**src/design/cicb_cfg.svh**
```systemverilog
// Register offsets, field positions, reset values and codes for the interrupt code block
`ifndef CICB_CFG_SVH
`define CICB_CFG_SVH

`define CICB_OFF_IRQ_CODE 8'h00
`define CICB_OFF_BUF_BASE 8'h04
`define CICB_OFF_CONTROL 8'h08
`define CICB_OFF_FIFO_EN 8'h0C
`define CICB_OFF_MOD_EN 8'h10

`define CICB_FHIT_LSB 8
`define CICB_FHIT_MSB 12
`define CICB_CODE_MSB 6
`define CICB_OPERATING_MODE_SELECT_LSB 21
`define CICB_OPERATING_MODE_SELECT_MSB 23

`define CICB_OPERATING_MODE_SELECT_CONFIG 3'h4
`define CICB_OPERATING_MODE_SELECT_RESET 3'h4

`define CICB_CODE_NONE 7'h40
`define CICB_CODE_ERR 7'h41
`define CICB_CODE_WAKE 7'h42
`define CICB_CODE_OVF 7'h43
`define CICB_CODE_ADDR 7'h44
`define CICB_CODE_BW 7'h45
`define CICB_CODE_TMR 7'h46
`define CICB_CODE_MODE 7'h4F
`define CICB_CODE_INVAL 7'h48

`define CICB_BASE_RESET 32'h0000_0000
`define CICB_FHIT_RESET 5'h00
`define CICB_RESP_OKAY 2'h0
`define CICB_RESP_SLVERR 2'h2

`endif

```
**src/design/cicb_pkg.sv**
```systemverilog
// Types shared by the interrupt code block
`default_nettype none
package cicb_pkg;
  // Module-level pending flags, in priority order from bit 0
  typedef struct packed {
    logic invalid_message_flag;
    logic mode_change_flag;
    logic timestamp_timer_flag;
    logic bandwidth_flag;
    logic system_error_flag;
    logic receive_overflow_flag;
    logic wakeup_flag;
    logic bus_error_flag;
  } cicb_mod_flags_t;

  typedef enum logic [1:0] {
    CICB_WR_IDLE,
    CICB_WR_RESP
  } cicb_wr_state_t;
endpackage
`default_nettype wire

```
**src/design/cicb_code_enc.sv**
```systemverilog
// Priority encoder from enabled pending sources to the 7-bit code
`include "cicb_cfg.svh"
`timescale 1ns/1ps
`default_nettype none
module cicb_code_enc #(
  parameter int NUM_FIFO = 32
) (
  // Clock and reset
  input wire logic clk,
  input wire logic rst_n,
  // Masked pending sources
  input wire logic [NUM_FIFO-1:0] fifo_pend,
  input wire cicb_pkg::cicb_mod_flags_t mod_pend,
  // Registered code
  output logic [6:0] code_r
);
  logic [6:0] code_nxt;

  // Refuse FIFO counts the 5-bit code space cannot name
  if (NUM_FIFO < 1 || NUM_FIFO > 32) begin : g_bad_num_fifo
    $error("NUM_FIFO must lie in 1..32");
  end

  // Lowest FIFO number wins, then module sources in fixed order
  always_comb begin
    code_nxt = `CICB_CODE_NONE;
    if (mod_pend.invalid_message_flag) code_nxt = `CICB_CODE_INVAL;
    if (mod_pend.mode_change_flag) code_nxt = `CICB_CODE_MODE;
    if (mod_pend.timestamp_timer_flag) code_nxt = `CICB_CODE_TMR;
    if (mod_pend.bandwidth_flag) code_nxt = `CICB_CODE_BW;
    if (mod_pend.system_error_flag) code_nxt = `CICB_CODE_ADDR;
    if (mod_pend.receive_overflow_flag) code_nxt = `CICB_CODE_OVF;
    if (mod_pend.wakeup_flag) code_nxt = `CICB_CODE_WAKE;
    if (mod_pend.bus_error_flag) code_nxt = `CICB_CODE_ERR;
    for (int i = NUM_FIFO - 1; i >= 0; i--) begin
      if (fifo_pend[i]) code_nxt = 7'(i);
    end
  end

  // Code register, idle value after reset
  always_ff @(posedge clk) begin
    if (!rst_n) begin
      code_r <= `CICB_CODE_NONE;
    end else begin
      code_r <= code_nxt;
    end
  end

  a_code_legal: assert property (@(posedge clk) disable iff (!rst_n)
    (code_r < 7'h20) || (code_r inside {[7'h40:7'h48], 7'h4F}))
    else $error("reserved interrupt code reported");
endmodule
`default_nettype wire

```
**src/design/cicb_top.sv**
```systemverilog
// Interrupt code, filter hit and message buffer base registers over AXI4-Lite
//
// Local design decisions: the address map and the AXI4-Lite register port.
`include "cicb_cfg.svh"
`timescale 1ns/1ps
`default_nettype none
module cicb_top #(
  parameter int NUM_FIFO = 32
) (
  // Clock and reset
  input wire logic clk,
  input wire logic rst_n,
  // AXI4-Lite write address
  input wire logic s_axi_awvalid,
  output logic s_axi_awready,
  input wire logic [7:0] s_axi_awaddr,
  // AXI4-Lite write data
  input wire logic s_axi_wvalid,
  output logic s_axi_wready,
  input wire logic [31:0] s_axi_wdata,
  input wire logic [3:0] s_axi_wstrb,
  // AXI4-Lite write response
  output logic s_axi_bvalid,
  input wire logic s_axi_bready,
  output logic [1:0] s_axi_bresp,
  // AXI4-Lite read address
  input wire logic s_axi_arvalid,
  output logic s_axi_arready,
  input wire logic [7:0] s_axi_araddr,
  // AXI4-Lite read data
  output logic s_axi_rvalid,
  input wire logic s_axi_rready,
  output logic [31:0] s_axi_rdata,
  output logic [1:0] s_axi_rresp,
  // Pending flags from the CAN engine, same clock
  input wire logic [NUM_FIFO-1:0] fifo_interrupt_flags,
  input wire cicb_pkg::cicb_mod_flags_t mod_flags,
  // Filter match report from the acceptance logic
  input wire logic filter_match_valid,
  input wire logic [4:0] filter_match_index,
  // Buffer base towards the bus master, physical address
  output logic [31:0] message_buffer_base,
  output logic [2:0] operating_mode_select
);
  logic [31:0] base_r;
  logic [2:0] operating_mode_select_r;
  logic [NUM_FIFO-1:0] fifo_en_r;
  logic [7:0] mod_en_r;
  logic [4:0] fhit_r;
  logic [6:0] code_w;
  logic aw_held_r;
  logic w_held_r;
  logic [7:0] awaddr_r;
  logic [31:0] wdata_r;
  logic [3:0] wstrb_r;
  logic wr_fire;
  logic wr_ok;
  logic [31:0] rd_word;
  logic rd_ok;
  logic [31:0] base_mask;
  cicb_pkg::cicb_wr_state_t wr_state_r;
  cicb_pkg::cicb_mod_flags_t mod_masked;

  // Refuse FIFO counts the 32-bit enable register cannot carry
  if (NUM_FIFO < 1 || NUM_FIFO > 32) begin : g_bad_num_fifo
    $error("NUM_FIFO must lie in 1..32");
  end

  // Disabled sources are masked before the encoder sees them
  assign mod_masked = mod_flags & mod_en_r;

  cicb_code_enc #(
    .NUM_FIFO(NUM_FIFO)
  ) u_enc (
    .clk(clk),
    .rst_n(rst_n),
    .fifo_pend(fifo_interrupt_flags & fifo_en_r),
    .mod_pend(mod_masked),
    .code_r(code_w)
  );

  // Filter hit capture; reads do not disturb it
  always_ff @(posedge clk) begin
    if (!rst_n) begin
      fhit_r <= `CICB_FHIT_RESET;
    end else if (filter_match_valid) begin
      fhit_r <= filter_match_index;
    end
  end

  // Address and data may arrive in either order; each is latched once
  always_ff @(posedge clk) begin
    if (!rst_n) begin
      aw_held_r <= 1'b0;
      w_held_r <= 1'b0;
      awaddr_r <= 8'h00;
      wdata_r <= 32'h0000_0000;
      wstrb_r <= 4'h0;
    end else if (wr_fire) begin
      aw_held_r <= 1'b0;
      w_held_r <= 1'b0;
    end else begin
      if (s_axi_awvalid && s_axi_awready) begin
        aw_held_r <= 1'b1;
        awaddr_r <= s_axi_awaddr;
      end
      if (s_axi_wvalid && s_axi_wready) begin
        w_held_r <= 1'b1;
        wdata_r <= s_axi_wdata;
        wstrb_r <= s_axi_wstrb;
      end
    end
  end

  assign wr_fire = aw_held_r && w_held_r && (wr_state_r == cicb_pkg::CICB_WR_IDLE);
  assign wr_ok = awaddr_r[7:2] inside {`CICB_OFF_IRQ_CODE >> 2, `CICB_OFF_BUF_BASE >> 2,
    `CICB_OFF_CONTROL >> 2, `CICB_OFF_FIFO_EN >> 2, `CICB_OFF_MOD_EN >> 2};

  // Ready only while nothing of that channel is held
  always_ff @(posedge clk) begin
    if (!rst_n) begin
      s_axi_awready <= 1'b0;
      s_axi_wready <= 1'b0;
    end else begin
      s_axi_awready <= !aw_held_r && !(s_axi_awvalid && s_axi_awready) &&
        (wr_state_r == cicb_pkg::CICB_WR_IDLE);
      s_axi_wready <= !w_held_r && !(s_axi_wvalid && s_axi_wready) &&
        (wr_state_r == cicb_pkg::CICB_WR_IDLE);
    end
  end

  // Write response, one cycle after both halves are held
  always_ff @(posedge clk) begin
    if (!rst_n) begin
      wr_state_r <= cicb_pkg::CICB_WR_IDLE;
      s_axi_bvalid <= 1'b0;
      s_axi_bresp <= `CICB_RESP_OKAY;
    end else begin
      unique case (wr_state_r)
        cicb_pkg::CICB_WR_IDLE: begin
          if (wr_fire) begin
            wr_state_r <= cicb_pkg::CICB_WR_RESP;
            s_axi_bvalid <= 1'b1;
            s_axi_bresp <= wr_ok ? `CICB_RESP_OKAY : `CICB_RESP_SLVERR;
          end
        end
        cicb_pkg::CICB_WR_RESP: begin
          if (s_axi_bready) begin
            wr_state_r <= cicb_pkg::CICB_WR_IDLE;
            s_axi_bvalid <= 1'b0;
          end
        end
        default: begin
          wr_state_r <= cicb_pkg::CICB_WR_IDLE;
        end
      endcase
    end
  end

  // Byte-lane mask for the base register
  always_comb begin
    base_mask = 32'h0000_0000;
    for (int b = 0; b < 4; b++) begin
      if (wstrb_r[b]) base_mask[b*8 +: 8] = 8'hFF;
    end
  end

  // Base address; a write outside config mode is quietly dropped
  always_ff @(posedge clk) begin
    if (!rst_n) begin
      base_r <= `CICB_BASE_RESET;
    end else if (wr_fire && awaddr_r == `CICB_OFF_BUF_BASE &&
                 operating_mode_select_r == `CICB_OPERATING_MODE_SELECT_CONFIG) begin
      base_r <= ((base_r & ~base_mask) | (wdata_r & base_mask)) & 32'hFFFF_FFFC;
    end
  end

  // Control, FIFO enable and module enable registers
  always_ff @(posedge clk) begin
    if (!rst_n) begin
      operating_mode_select_r <= `CICB_OPERATING_MODE_SELECT_RESET;
      fifo_en_r <= '0;
      mod_en_r <= 8'h00;
    end else if (wr_fire) begin
      if (awaddr_r == `CICB_OFF_CONTROL && wstrb_r[2]) begin
        operating_mode_select_r <= wdata_r[`CICB_OPERATING_MODE_SELECT_MSB:`CICB_OPERATING_MODE_SELECT_LSB];
      end
      if (awaddr_r == `CICB_OFF_FIFO_EN) begin
        for (int b = 0; b < NUM_FIFO; b++) begin
          if (wstrb_r[b/8]) fifo_en_r[b] <= wdata_r[b];
        end
      end
      if (awaddr_r == `CICB_OFF_MOD_EN && wstrb_r[0]) begin
        mod_en_r <= wdata_r[7:0];
      end
    end
  end

  // Read mux; writes to the code register are accepted and ignored
  always_comb begin
    rd_word = 32'h0000_0000;
    rd_ok = 1'b1;
    unique case (s_axi_araddr)
      `CICB_OFF_IRQ_CODE: begin
        rd_word[`CICB_FHIT_MSB:`CICB_FHIT_LSB] = fhit_r;
        rd_word[`CICB_CODE_MSB:0] = code_w;
      end
      `CICB_OFF_BUF_BASE: rd_word = base_r;
      `CICB_OFF_CONTROL: rd_word[`CICB_OPERATING_MODE_SELECT_MSB:`CICB_OPERATING_MODE_SELECT_LSB] = operating_mode_select_r;
      `CICB_OFF_FIFO_EN: rd_word[NUM_FIFO-1:0] = fifo_en_r;
      `CICB_OFF_MOD_EN: rd_word[7:0] = mod_en_r;
      default: rd_ok = 1'b0;
    endcase
  end

  // Read channel: accept, answer next cycle, hold until taken
  always_ff @(posedge clk) begin
    if (!rst_n) begin
      s_axi_arready <= 1'b0;
      s_axi_rvalid <= 1'b0;
      s_axi_rdata <= 32'h0000_0000;
      s_axi_rresp <= `CICB_RESP_OKAY;
    end else if (s_axi_rvalid) begin
      if (s_axi_rready) begin
        s_axi_rvalid <= 1'b0;
        s_axi_arready <= 1'b1;
      end
    end else if (s_axi_arvalid && s_axi_arready) begin
      s_axi_arready <= 1'b0;
      s_axi_rvalid <= 1'b1;
      s_axi_rdata <= rd_word;
      s_axi_rresp <= rd_ok ? `CICB_RESP_OKAY : `CICB_RESP_SLVERR;
    end else begin
      s_axi_arready <= 1'b1;
    end
  end

  // Outputs to the DMA side straight from flip-flops; no translation
  always_ff @(posedge clk) begin
    if (!rst_n) begin
      message_buffer_base <= `CICB_BASE_RESET;
      operating_mode_select <= `CICB_OPERATING_MODE_SELECT_RESET;
    end else begin
      message_buffer_base <= base_r;
      operating_mode_select <= operating_mode_select_r;
    end
  end

  // Enables one cycle back, lined up with the encoder's register stage
  logic [NUM_FIFO-1:0] fifo_en_d_r;
  always_ff @(posedge clk) begin
    if (!rst_n) begin
      fifo_en_d_r <= '0;
    end else begin
      fifo_en_d_r <= fifo_en_r;
    end
  end

  a_base_align: assert property (@(posedge clk) disable iff (!rst_n)
    base_r[1:0] == 2'h0)
    else $error("base address not word aligned");
  a_base_lock: assert property (@(posedge clk) disable iff (!rst_n)
    (operating_mode_select_r != `CICB_OPERATING_MODE_SELECT_CONFIG) |=> $stable(base_r))
    else $error("base changed outside configuration mode");
  a_base_out: assert property (@(posedge clk) disable iff (!rst_n)
    ##1 message_buffer_base == $past(base_r))
    else $error("base output lags wrong");
  a_code_mask: assert property (@(posedge clk) disable iff (!rst_n)
    (code_w < 7'h20) |-> fifo_en_d_r[code_w[4:0] % NUM_FIFO])
    else $error("disabled fifo reported");
  a_code_none: assert property (@(posedge clk) disable iff (!rst_n)
    ((fifo_interrupt_flags & fifo_en_r) == '0 && mod_masked == 8'h00)
    |=> code_w == `CICB_CODE_NONE)
    else $error("code not idle with nothing pending");
  a_code_err: assert property (@(posedge clk) disable iff (!rst_n)
    ((fifo_interrupt_flags & fifo_en_r) == '0 && mod_masked.bus_error_flag)
    |=> code_w == `CICB_CODE_ERR)
    else $error("error source code wrong");
  a_fifo_zero: assert property (@(posedge clk) disable iff (!rst_n)
    (fifo_interrupt_flags[0] && fifo_en_r[0]) |=> code_w == 7'h00)
    else $error("fifo 0 not reported");
  a_fhit_take: assert property (@(posedge clk) disable iff (!rst_n)
    filter_match_valid |=> fhit_r == $past(filter_match_index))
    else $error("filter hit not captured");
  a_rd_zero: assert property (@(posedge clk) disable iff (!rst_n)
    (s_axi_rvalid && $rose(s_axi_rvalid) && $past(s_axi_araddr) == `CICB_OFF_IRQ_CODE)
    |-> (s_axi_rdata[31:13] == 19'h0 && !s_axi_rdata[7]))
    else $error("reserved code bits not zero");

  c_base_write: cover property (@(posedge clk) disable iff (!rst_n) $changed(base_r));
  c_code_fifo: cover property (@(posedge clk) disable iff (!rst_n) code_w == 7'h1F);
  c_code_mode: cover property (@(posedge clk) disable iff (!rst_n) code_w == `CICB_CODE_MODE);
  c_slverr: cover property (@(posedge clk) disable iff (!rst_n)
    s_axi_bvalid && s_axi_bresp == `CICB_RESP_SLVERR);
endmodule
`default_nettype wire

```
**config.mk**
```make
export PLATFORM = sky130hd
export DESIGN_NAME = cicb_top
export DESIGN_NICKNAME = d
export VERILOG_FILES = /design/src/design/cicb_pkg.sv /design/src/design/cicb_code_enc.sv /design/src/design/cicb_top.sv
export VERILOG_INCLUDE_DIRS = /design/src /design/src/design
export SDC_FILE = /design/constraint.sdc
export NUM_CORES = 1
export LEC_CHECK = 0
export BUFFER_PORTS_ARGS = -buffer_cell sky130_fd_sc_hd__buf_2
export CORE_AREA = 3 3 120 122
export CTS_BUF_LIST = sky130_fd_sc_hd__clkbuf_8
export DETAILED_ROUTE_END_ITERATION = 8
export DIE_AREA = 0 0 123 125
export PLACE_DENSITY = 0.82
export SYNTH_ARGS = -nofsm -noshare
export SYNTH_HDL_FRONTEND = slang
export SYNTH_HIERARCHICAL = 1
export SYNTH_SLANG_ARGS = --single-unit
```
**constraint.sdc**
```tcl
create_clock -name clk -period 5.2 [get_ports clk]
set_clock_uncertainty 0.1 [all_clocks]
set_input_delay 1.04 -clock clk [delete_from_list [all_inputs] [get_ports clk]]
set_output_delay 1.04 -clock clk [all_outputs]
set_load 0.02 [all_outputs]
```
=== Word-level counts from Yosys, hierarchy flattened ===
Cells that the tools add are included.
Widths: inputs -> output; s select.

* Flip-flop bits (word level): 207
* Output and inout port bits: 76
* Word-level logic and storage cells: 164
* Input port bits: 105

* Reductions and logical operators: 42
* Bitwise logic cells: 9
* Eq/ne operators: 17
* Muxes and demuxes: 65

{| class="wikitable"
|+ Operators with widths
! kind !! number
|-
| $mux 7 || 32
|-
| $and 32x32->32 || 3
|-
| $reduce_or 40->1 || 1
|-
| $eq 8x4->1 const B || 4
|-
| $mux 4 || 8
|-
| $mux 8 || 4
|-
| $not 32->32 || 1
|-
| $or 32x32->32 || 1
|-
| $pmux 8 s2 || 2
|-
| $pmux 7 s4 || 1
|-
| $reduce_or 17->1 || 1
|-
| $eq 8x3->1 const B || 2
|-
| $eq 8x5->1 const B || 2
|-
| $pmux 5 s3 || 1
|-
| $reduce_and 3->1 || 5
|-
| $reduce_and 2->1 || 7
|-
| $logic_and 1x1->1 || 13
|-
| $eq 6x2->1 const B || 2
|-
| $reduce_or 5->1 || 2
|-
| $mux 1 || 9
|-
| $pmux 3 s3 || 1
|-
| $reduce_or 9->1 || 1
|-
| $and 8x8->8 || 1
|-
| $logic_not 8->1 || 1
|-
| 18 further kinds || 28
|}

=== Depth between registers and ports, before layout ===
Gate-level depths: netlist of the first run.

* Depth in word-level cells: 41
* Gate-level depth with buffers: 7
* Gate-level depth less buffers: 6

=== Hierarchy ===
Netlist of the first run, hierarchy kept.

{| class="wikitable"
|+ By module, submodules not included
! module !! sequential area each (um2) !! instances !! area each (um2) !! cells each
|-
| cicb_top || 3923.8 || 1 || 7445.9 || 837
|-
| cicb_code_enc || 120.1 || 1 || 609.3 || 90
|}

=== Worst setup path after synthesis of the first run ===
No wires, ideal clock.

* Kind: input to register
* Start: in s_axi_araddr[5]
* End: reg s_axi_rdata[10]
* Buffers on the path: 2
* Stages on the path: 6
* Slack: 2.306 ns
* Library setup time: 0.070 ns
* Required time: 5.030 ns
* Data arrival time: 2.724 ns
* Path through: or4_1 buf_2 or3_4 buf_6 or4_1 a21oi_1

* Longest elaborated chain between the ends: 2
* Elaborated cells between the ends (all ways): 4
* Those cells by class: eq/ne (2); mux (1); reduce/logical (1)

{| class="wikitable"
|+ RTL lines
! element !! RTL line !! text
|-
| start: declaration || cicb_top.sv:29 || <nowiki>input wire logic [7:0] s_axi_araddr,</nowiki>
|-
| $eq 8x4->1 (tied with other cells) || cicb_top.sv:203 || <nowiki>unique case (s_axi_araddr)</nowiki>
|-
| $pmux 5 s3 * || cicb_top.sv:203 ||
|-
| end signal: assignment || cicb_top.sv:231 || <nowiki>s_axi_rdata <= rd_word;</nowiki>
|-
| end: declaration || cicb_top.sv:33 || <nowiki>output logic [31:0] s_axi_rdata,</nowiki>
|}

Every way passes the cells marked *; elsewhere a longest branch is shown, timed or not.
A chain may end at the register's enable or synchronous reset.

==> results of run 1 <==
[synth_stat cells (all sizes together) (3+ instances only)]
cell	n
dfxtp	202
a221o	4
or4	7
nand2	171
nor4b	3
o41ai	3
o21ai	82
nand2b	8
mux2	12
clkbuf	40
a22oi	12
nor3	11
a21oi	64
a221oi	16
nor2	46
mux2i	39
nor4bb	3
nand4	6
buf	19
nand3	39
and2	51
nor2b	6
and3b	4
and4b	3
inv	28
a22o	3
and3	4
o21a	3
nor4	13
[placed cells by master, fill, tap and decap left out, drive strengths merged, types with 3 or more instances in the layout]
cell / n
mux2: 12
a221o: 4
dfxtp: 202
or4: 7
nor4b: 3
nor4: 13
mux2i: 39
buf: 182
a22oi: 12
nor3: 11
nand2b: 8
and4b: 3
and3b: 4
and2: 51
nor2b: 6
nor4bb: 3
a22o: 3
inv: 36
nand3: 39
o21a: 3
o41ai: 3
a221oi: 16
nor2: 46
clkbuf: 42
o21ai: 82
a21oi: 64
and3: 4
conb: 5
clkinv: 5
nand2: 171
nand4: 6
[metal layers]
metal	up-vias	wire length [um]	GRT usage, %
met2	372	10000	44.6
met3	50	2200	5.42
met4	0	646	10.4
met1	3286	9310	38.3
li1	3548	-	-
met5	-	0	0
[cells by family (layout without fill, tap and decap cells)]
family	Yosys count	in the layout	synth area share [%]
multiplexers	51	51	6.52
AO/OA/AOI/OAI	204	204	15.4
other	2	5	0.0932
buffers and inverters	88	267	4.49
AND/OR/NAND/NOR	380	380	23.3
flip-flops	202	202	50.2
[stage by stage]
step	setup slack (ps)	std cells	instance area [sq um]
2_1_floorplan	2310	930	8070
3_3_place_gp	2130	1229	8960
3_5_place_dp	2060	1229	8960
4_1_cts	2330	1285	9650
5_1_grt	1960	1285	9650
6_report	2270	1285	9650
[cell type report]
| cell class | count | area [sq um] | area share [%] |
|---|---|---|---|
| Inverter | 29 | 109 | 1.13 |
| Sequential cell | 202 | 4040 | 41.9 |
| Clock inverter | 14 | 110 | 1.14 |
| Timing Repair Buffer | 182 | 928 | 9.62 |
| Tap cell | 176 | 220 | 2.28 |
| Multi-Input combinational cell | 640 | 3660 | 37.9 |
| Clock buffer | 42 | 578 | 5.99 |
[worst min-delay path, cell delays in order (launching register included)]
cell and delay, ps:
dfxtp_1 310, nand2_1 50, a21oi_1 50
[final timing paths]
check	depth (start not counted)	slack [ps]	end	startpoint
min	2	360	wdata_r[10]	wdata_r[10]
max	4	2270	fifo_en_r[0]	s_axi_bvalid
min reg2reg	2	360	wdata_r[10]	wdata_r[10]
max reg2reg	4	2270	fifo_en_r[0]	s_axi_bvalid
[power breakdown]
group / leakage, nW / internal (mW) / switching, mW
combinational: 2.37 / 0.0745 / 0.136
clock: 0.388 / 0.815 / 0.597
sequential: 1.64 / 1.58 / 0.0251
total: 4.39 / 2.47 / 0.758
==> impl_results.md, run 1 <==
- Leading area contributor after synthesis: dfxtp_1
- Initial Util: 60.6%
- # IOs: 181
- Cells resized by post-CTS repair: 0
- CP delay by family, top: simple AND/OR/NAND/NOR gates
- N_diodes: 0
- CTS max path bufs: 3
- Post-CTS setup repair buffer count: 0
- Root buffer cell: clkbuf_8
- Most used DFF post-synth: dfxtp_1
- Final setup fails: 0
- VDD IR-drop max: 0.246 mV
- Vias in the first global route: 6,923
- CP endpoint kind: flip-flop
- Crit-path most repeated cell: nand3_1
- Routed vias: just over 7,000
- PortBufs: 176
- Hold bufs inserted after CTS: 0
- Fill count: around 1,000
- Max-Slew Margin vs Limit: 18.1%
- Pleak: 4.39 nW
- TNS Setup: 0 ps
- Vias per cell: between 5 and 6
- Final hold slack: roughly 360 ps
- Initial antenna violation count: 0
- Final WL: 22,200 um
- Nets@finish: 1,191
- Pwr/cell area: roughly 330 nW/um^2
- Routability Congestion: between 0.9 and 1
- RSZ-0062 raised after global routing: no
- Minimum clock period: 2930 ps
- Status: completed
- Max Clk Rate: roughly 0.34 GHz
- FF+latch count, synth: 202
- Synth Cell Area: 8060 sq um
- Hold Vio Cnt, Final: 0
- Netlist cell types: 55
- Syn avg cell area: around 8.7 sq um
- Total track usage: 28.2%
- Async S/R FF share, synth: 0%
- Critical Path, Cell by Cell: nor4b_1 > nand3_1 > nand3_1 > o21ai_0
- Pin count of the biggest net entering global routing: 88
- Top cells by area, synth: dfxtp_1 50%, nand2_1 8.0%, o21ai_0 5.1%
- CTS tree: built
- Slew at the pin closest to its max-slew limit: 1230 ps
- Post-route clock period utilization: 56.3%
- Fin util: 72.6%
- Yosys top cell area share: 50.2%
- Routed len/inst: 17.3 um
- DRT iter0 DRCs: 827
- Sequential area share after synthesis: approximately 50%
- Die area: 15,400 sq um
- Warnings, synthesis: 6
- Final ANT Viol Nets: 0
- Fraction of layout cells with a size suffix above 1: 23.0%
- Critical Path Max Stage Delay: 1000 ps
- Critical Path RT: ~5500 ps
- WP data arrival: 3210 ps
- Area Growth Syn to Fin: 19.8%
- Die Width: approximately 120 um
- CP bufs+invs: 0
- Std cell rows: 42
- Drt drc: 0
- DR pass1 iterations: 5
- Tot Pwr: 3.23 mW
- Clock slew at reported path FFs: 60 ps
- EDFF count, synth: 0
- Min-Delay Path Class: reg2reg
- WS Path Type: reg2reg
- Crit start category: flip-flop
- Slew Viols, Final: 0
- Die Y-Extent: about 130 um
- Htree depth: 1
- CTS Buf Count: 31
- Total clock sinks: 202
- Post-Syn Instances: 927
- Core Area: between 10,000 and 15,000 sq um
- Crit-path max FO: 16
- Clk_lat worst skew: 560 ps
- Slowest-stage cell, CP: nor4b_1
- Max-cap violations: 0
- Global-route wire length before repair: 34,900 um
- DP HPWL: 15,500 um
- Grt total ovfl: 0
No activity file was read; power rests on OpenSTA's default activity.
==> inputs of run 2 (changes only) <==
- CORE_AREA: 3 3 120 122 -> 3 3 130 132
- DIE_AREA: 0 0 123 125 -> 0 0 133 135
- PLACE_DENSITY: 0.82 -> 0.74
- clock period: 5.2 -> 2.6 ns (I/O delays scaled with it)
==> impl_results.md, run 2 (synthesis results as in run 1) <==
- # IOs: 181 (unchanged)
- Routed vias: 7,180 (was 7,256)
- TNS Setup: 0 ps (unchanged)
- Crit-path max FO: 8 (was 16)
- Pleak: 4.44 nW (was 4.39 nW)
- Most frequent cells in the layout: 202 x dfxtp_1, 175 x buf_2, 171 x nand2_1 (unchanged)
- Critical Path RT: 2920 ps (was 5480 ps)
- Pin count of the biggest net entering global routing: 85 (was 88)
- Drt drc: 0 (unchanged)
- Total track usage: 24.0% (was 28.2%)
- WS Path Type: reg2reg (unchanged)
- Min-Delay Path Class: in2reg (was reg2reg)
- Slew Viols, Final: 0 (unchanged)
- Grt total ovfl: 0 (unchanged)
- Slew at the pin closest to its max-slew limit: 811 ps (was 1230 ps)
- Die Y-Extent: 135 um (was 125 um)
- Max-Slew Margin vs Limit: 45.9% (was 18.1%)
- Placed Cells: 1,280 (was 1,229)
- Final ANT Viol Nets: 0 (unchanged)
- Area Growth Syn to Fin: 21.0% (was 19.8%)
- Vias in the first global route: 6,802 (was 6,923)
- Nets@finish: 1,205 (was 1,191)
- Minimum clock period: 2200 ps (was 2930 ps)
- R2r startpoint: s_axi_bvalid (unchanged)
- Fin util: 61.6% (was 72.6%)
- Critical path launch point: s_axi_bvalid (unchanged)
- Max Clk Rate: 0.455 GHz (was 0.342 GHz)
- Htree depth: 2 (was 1)
- Fraction of layout cells with a size suffix above 1: 23.6% (was 23.0%)
- Root buffer cell: clkbuf_8 (unchanged)
- Std cell rows: 46 (was 42)
- Die area: 18,000 sq um (was 15,400 sq um)
- CTS tree: built (unchanged)
- Status: completed (unchanged)
- DRT iter0 DRCs: 512 (was 827)
- CTS max path bufs: 3 (unchanged)
- Routed len/inst: 16.8 um (was 17.3 um)
- Global-route wire length before repair: 34,700 um (was 34,900 um)
- DP HPWL: 16,200 um (was 15,500 um)
- Max-cap violations: 0 (unchanged)
- Final WL: 22,400 um (was 22,200 um)
- RSZ-0062 raised after global routing: no (unchanged)
- Hold Vio Cnt, Final: 0 (unchanged)
- PortBufs: 176 (unchanged)
- Initial Util: 50.9% (was 60.6%)
- Clk_lat worst skew: 510 ps (was 560 ps)
- Core Area: 15,800 sq um (was 13,300 sq um)
- VDD IR-drop max: 0.371 mV (was 0.246 mV)
- WP data arrival: 2520 ps (was 3210 ps)
- Commonest non-fill, non-tap cell in the layout: dfxtp_1 (unchanged)
- Pwr/cell area: 652 nW/um^2 (was 335 nW/um^2)
- Post-route clock period utilization: 84.5% (was 56.3%)
- Critical hold path startpoint: s_axi_wdata[23] (was wdata_r[10])
- Total clock sinks: 202 (unchanged)
- Layout Cells excl Fill: 1,336 (was 1,285)
- Final setup fails: 0 (unchanged)
- Hold bufs inserted after CTS: 0 (unchanged)
- Routability Congestion: 0.898 (was 0.953)
- Cells resized by post-CTS repair: 0 (unchanged)
- DR pass1 iterations: 6 (was 5)
- Initial antenna violation count: 0 (unchanged)
- N_diodes: 0 (unchanged)
- Vias per cell: 5.37 (was 5.65)
- CTS Buf Count: 34 (was 31)
- Clock slew at reported path FFs: 60 ps (about the same)
- Post-CTS setup repair buffer count: 0 (unchanged)
- Crit start category: flip-flop (unchanged)
- CP endpoint kind: flip-flop (unchanged)
- Die Width: 133 um (was 123 um)
[run 2: per-stage QoR]
| step | power, mW | worst slack (ps) | hold slack [ps] | instance area [sq um] |
|---|---|---|---|---|
| finish | 6.36 | 403 | 148 | 9750 |
| global route | 6.59 | 227 | 133 | 9750 |
| CTS | 6.41 | 406 | 126 | 9750 |
| detailed placement | 3.71 | 121 | 347 | 9090 |
| global placement | 3.70 | 181 | 338 | 9090 |
| floorplan | 3.52 | 226 | 324 | 8070 |
[run 2: final timing paths]
check | slack (ps) | endpoint | cells past startpoint
worst min-delay path | 150 | wdata_r[23] | 3
worst max-delay path | 400 | flip-flop | 5
worst max register to register | 400 | flip-flop | 5
worst min register to register | 350 | message_buffer_base[10] | 2
[run 2: critical path, stage by stage, from the launching register on]
cell	delay (ps)
dfxtp_1	360
nor4b_1	430
buf_4	230
and2_0	300
nand4_2	410
mux2i_1	280
[run 2: per-layer routing]
| metal | vias up | global-route usage (%) | routed length (um) |
|---|---|---|---|
| met2 | 257 | 37.8 | 9990 |
| met3 | 38 | 5.44 | 1790 |
| met4 | 0 | 7.56 | 487 |
| met5 | - | 0 | 0 |
| met1 | 3323 | 33.1 | 10100 |
| li1 | 3562 | - | - |
[run 2: final cells by class]
type	instances	area [sq um]
multi-input cells	640	3660
flip-flops and latches	202	4040
clock inverters	12	47.5
inverters	29	109
well taps	216	270
clock buffers	44	606
repair buffers	193	1010
fillers	1449	6080
[run 2: power breakdown]
group | internal, mW | total [mW] | switching [mW]
Clock | 1.50 | 2.71 | 1.21
Combinational | 0.162 | 0.434 | 0.273
Sequential | 3.16 | 3.21 | 0.0479
==> inputs of run 3 (changes only) <==
- clock period: 2.6 -> 2 ns (I/O delays scaled with it)
==> impl_results.md, run 3 (synthesis results as in run 1) <==
- Status: completed (unchanged)
- Slowest-stage cell, CP: nand4_2 (was nor4b_1)
- Root buffer cell: clkbuf_8 (unchanged)
- Initial antenna violation count: 0 (unchanged)
- Area of the multi-input gates: 3680 sq um (was 3660 sq um)
- Clock Power Share: 41.0% (was 42.7%)
- Total track usage: 24.4% (was 24.0%)
- WP data arrival: 2270 ps (was 2520 ps)
- Routability Congestion: 0.881 (was 0.898)
- Slew at the pin closest to its max-slew limit: 538 ps (was 811 ps)
- Max-Slew Margin vs Limit: 64.1% (was 45.9%)
- Placed Cells: 1,296 (was 1,280)
- Max Clk Rate: 0.516 GHz (was 0.455 GHz)
- Switch share: 24.4% (was 24.1%)
- WS Path Type: reg2reg (unchanged)
- Final ANT Viol Nets: 0 (unchanged)
- Pin count of the biggest net entering global routing: 128 (was 85)
- Critical Path RT: 2330 ps (was 2920 ps)
- Die Y-Extent: 135 um (unchanged)
- Drt drc: 0 (unchanged)
- Final setup fails: 0 (unchanged)
- Htree depth: 2 (unchanged)
- VDD IR-drop max: 0.548 mV (was 0.371 mV)
- Core Area: 15,800 sq um (unchanged)
- CP endpoint kind: flip-flop (unchanged)
- Register area: 4040 sq um (unchanged)
- Pwr/cell area: 818 nW/um^2 (was 652 nW/um^2)
- TNS Setup: 0 ps (unchanged)
- Routed len/inst: 16.7 um (was 16.8 um)
- Crit-path max FO: 6 (was 8)
- Critical Path, Cell by Cell: nor4b_2 > and2_0 > nand4_2 > mux2i_1 (was nor4b_1 > buf_4 > and2_0 > nand4_2 > mux2i_1)
- Comb pwr share: 7.4% (was 6.8%)
- Nets@finish: 1,221 (was 1,205)
- Routed vias: 7,225 (was 7,180)
- Sequential power share: 51.6% (was 50.5%)
- Min-Delay Path Class: in2reg (unchanged)
- Minimum clock period: 1940 ps (was 2200 ps)
- Area Growth Syn to Fin: 22.6% (was 21.0%)
- Worst r2r path cells: 4 (was 5)
- Hold Vio Cnt, Final: 0 (unchanged)
- Vias per cell: 5.35 (was 5.37)
- Psw: 1.97 mW (was 1.53 mW)
- Initial Util: 50.9% (unchanged)
- N_diodes: 0 (unchanged)
- Post-CTS setup repair buffer count: 0 (unchanged)
- Final WL: 22,600 um (was 22,400 um)
- CTS max path bufs: 3 (unchanged)
- CTS tree: built (unchanged)
- Pleak: 4.50 nW (was 4.44 nW)
- Vias in the first global route: 6,873 (was 6,802)
- DP HPWL: 16,600 um (was 16,200 um)
- Post-route clock period utilization: 97.0% (was 84.5%)
- Fraction of layout cells with a size suffix above 1: 24.8% (was 23.6%)
- Slew Viols, Final: 0 (unchanged)
- DRT iter0 DRCs: 566 (was 512)
- Critical Path Max Stage Delay: 430 ps (about the same)
- Die Width: 133 um (unchanged)
- Commonest non-fill, non-tap cell in the layout: dfxtp_1 (unchanged)
- Internal Dissipation: 6.11 mW (was 4.83 mW)
- Fill count: 1,455 (was 1,449)
- R2r setup slk: 60 ps (was 400 ps)
- Global-route wire length before repair: 35,200 um (was 34,700 um)
- Grt total ovfl: 0 (unchanged)
- Max-cap violations: 0 (unchanged)
- # IOs: 181 (unchanged)
- DR pass1 iterations: 5 (was 6)
- Clk_lat worst skew: 500 ps (was 510 ps)
- Total clock sinks: 202 (unchanged)
- Die area: 18,000 sq um (unchanged)
- Layout Cells excl Fill: 1,350 (was 1,336)
- PortBufs: 176 (unchanged)
- RSZ-0062 raised after global routing: yes (was no)
- Clock slew at reported path FFs: 60 ps (about the same)
- Crit start category: flip-flop (unchanged)
- Std cell rows: 46 (unchanged)
- CTS Buf Count: 34 (unchanged)
- Critical path launch point: aw_held_r (was s_axi_bvalid)
- Most frequent cells in the layout: 202 x dfxtp_1, 175 x buf_2, 171 x nand2_1 (unchanged)
- R2r startpoint: aw_held_r (was s_axi_bvalid)
==> run 3: cell types whose count changed in the layout (fill, tap and decap cells not counted), sizes merged <==
cell      change
buf          +16
clkbuf        -5
inv           +1
clkinvlp      +2
==> run 3: metal layers <==
| layer | vias to the layer above | wire length [um] | GRT usage, % |
|---|---|---|---|
| met5 | - | 0 | 0 |
| met4 | 0 | 811 | 10.2 |
| met3 | 51 | 1530 | 5.33 |
| met2 | 253 | 10300 | 38.7 |
| met1 | 3343 | 9980 | 32.3 |
| li1 | 3578 | - | - |
==> run 3: what timing repair did <==
| item | CTS | global route |
|---|---|---|
| setup endpoints to repair | 0 | 34 |
| gates resized for setup | 0 | 1 |
| endpoints found under the hold margin | 0 | 0 |
| hold buffers | 0 | 0 |
==> run 3: power groups by stage <==
stage	Sequential (mW)	Combinational [mW]	Clock, mW
final	4.17	0.596	3.31
after floorplan	4.28	0.295	0
after global routing	4.18	0.648	3.57
after detailed placement	4.26	0.588	0
after CTS	4.17	0.591	3.38
after global placement	4.26	0.586	0
==> run 3: critical path, delay by kind of cell (launching register included) <==
kind	cells	cell delay, ps
multiplexers	1	280
AND/OR/NAND/NOR	3	1070
flip-flops	1	400
==> run 3: stage by stage <==
| stage | hold slack, ps | setup slack [ps] | area, sq um | power [mW] | utilization [%] |
|---|---|---|---|---|---|
| 5_1_grt | 6.37 | -81.8 | 9880 | 8.40 | 62.4 |
| 3_5_place_dp | 347 | -279 | 9270 | 4.85 | 58.6 |
| 3_3_place_gp | 340 | -240 | 9270 | 4.84 | 58.6 |
| 6_report | 28.6 | 60.3 | 9880 | 8.08 | 62.4 |
| 4_1_cts | 2.62 | 47.3 | 9870 | 8.14 | 62.4 |
| 2_1_floorplan | 324 | -249 | 8090 | 4.58 | - |
==> run 3: cell type report <==
type                       instances  area share, %
sequential                       202           40.9
clock inverter                    15          0.671
timing repair buffer             209           11.8
inverter                          29           1.10
multi-input combinational        640           37.3
clock buffer                      39           5.43
tap                              216           2.74
==> run 3: how the worst min path moves through the flow <==
stage                    start                      end  cells past startpoint
2_1_floorplan        flip-flop  message_buffer_base[10]                      2
6_report       s_axi_wdata[26]              wdata_r[26]                      3
5_1_grt         s_axi_wdata[9]               wdata_r[9]                      3
3_5_place_dp       wdata_r[19]              wdata_r[19]                      2
3_3_place_gp    s_axi_rdata[8]           s_axi_rdata[8]                      2
4_1_cts         s_axi_wdata[9]               wdata_r[9]                      3
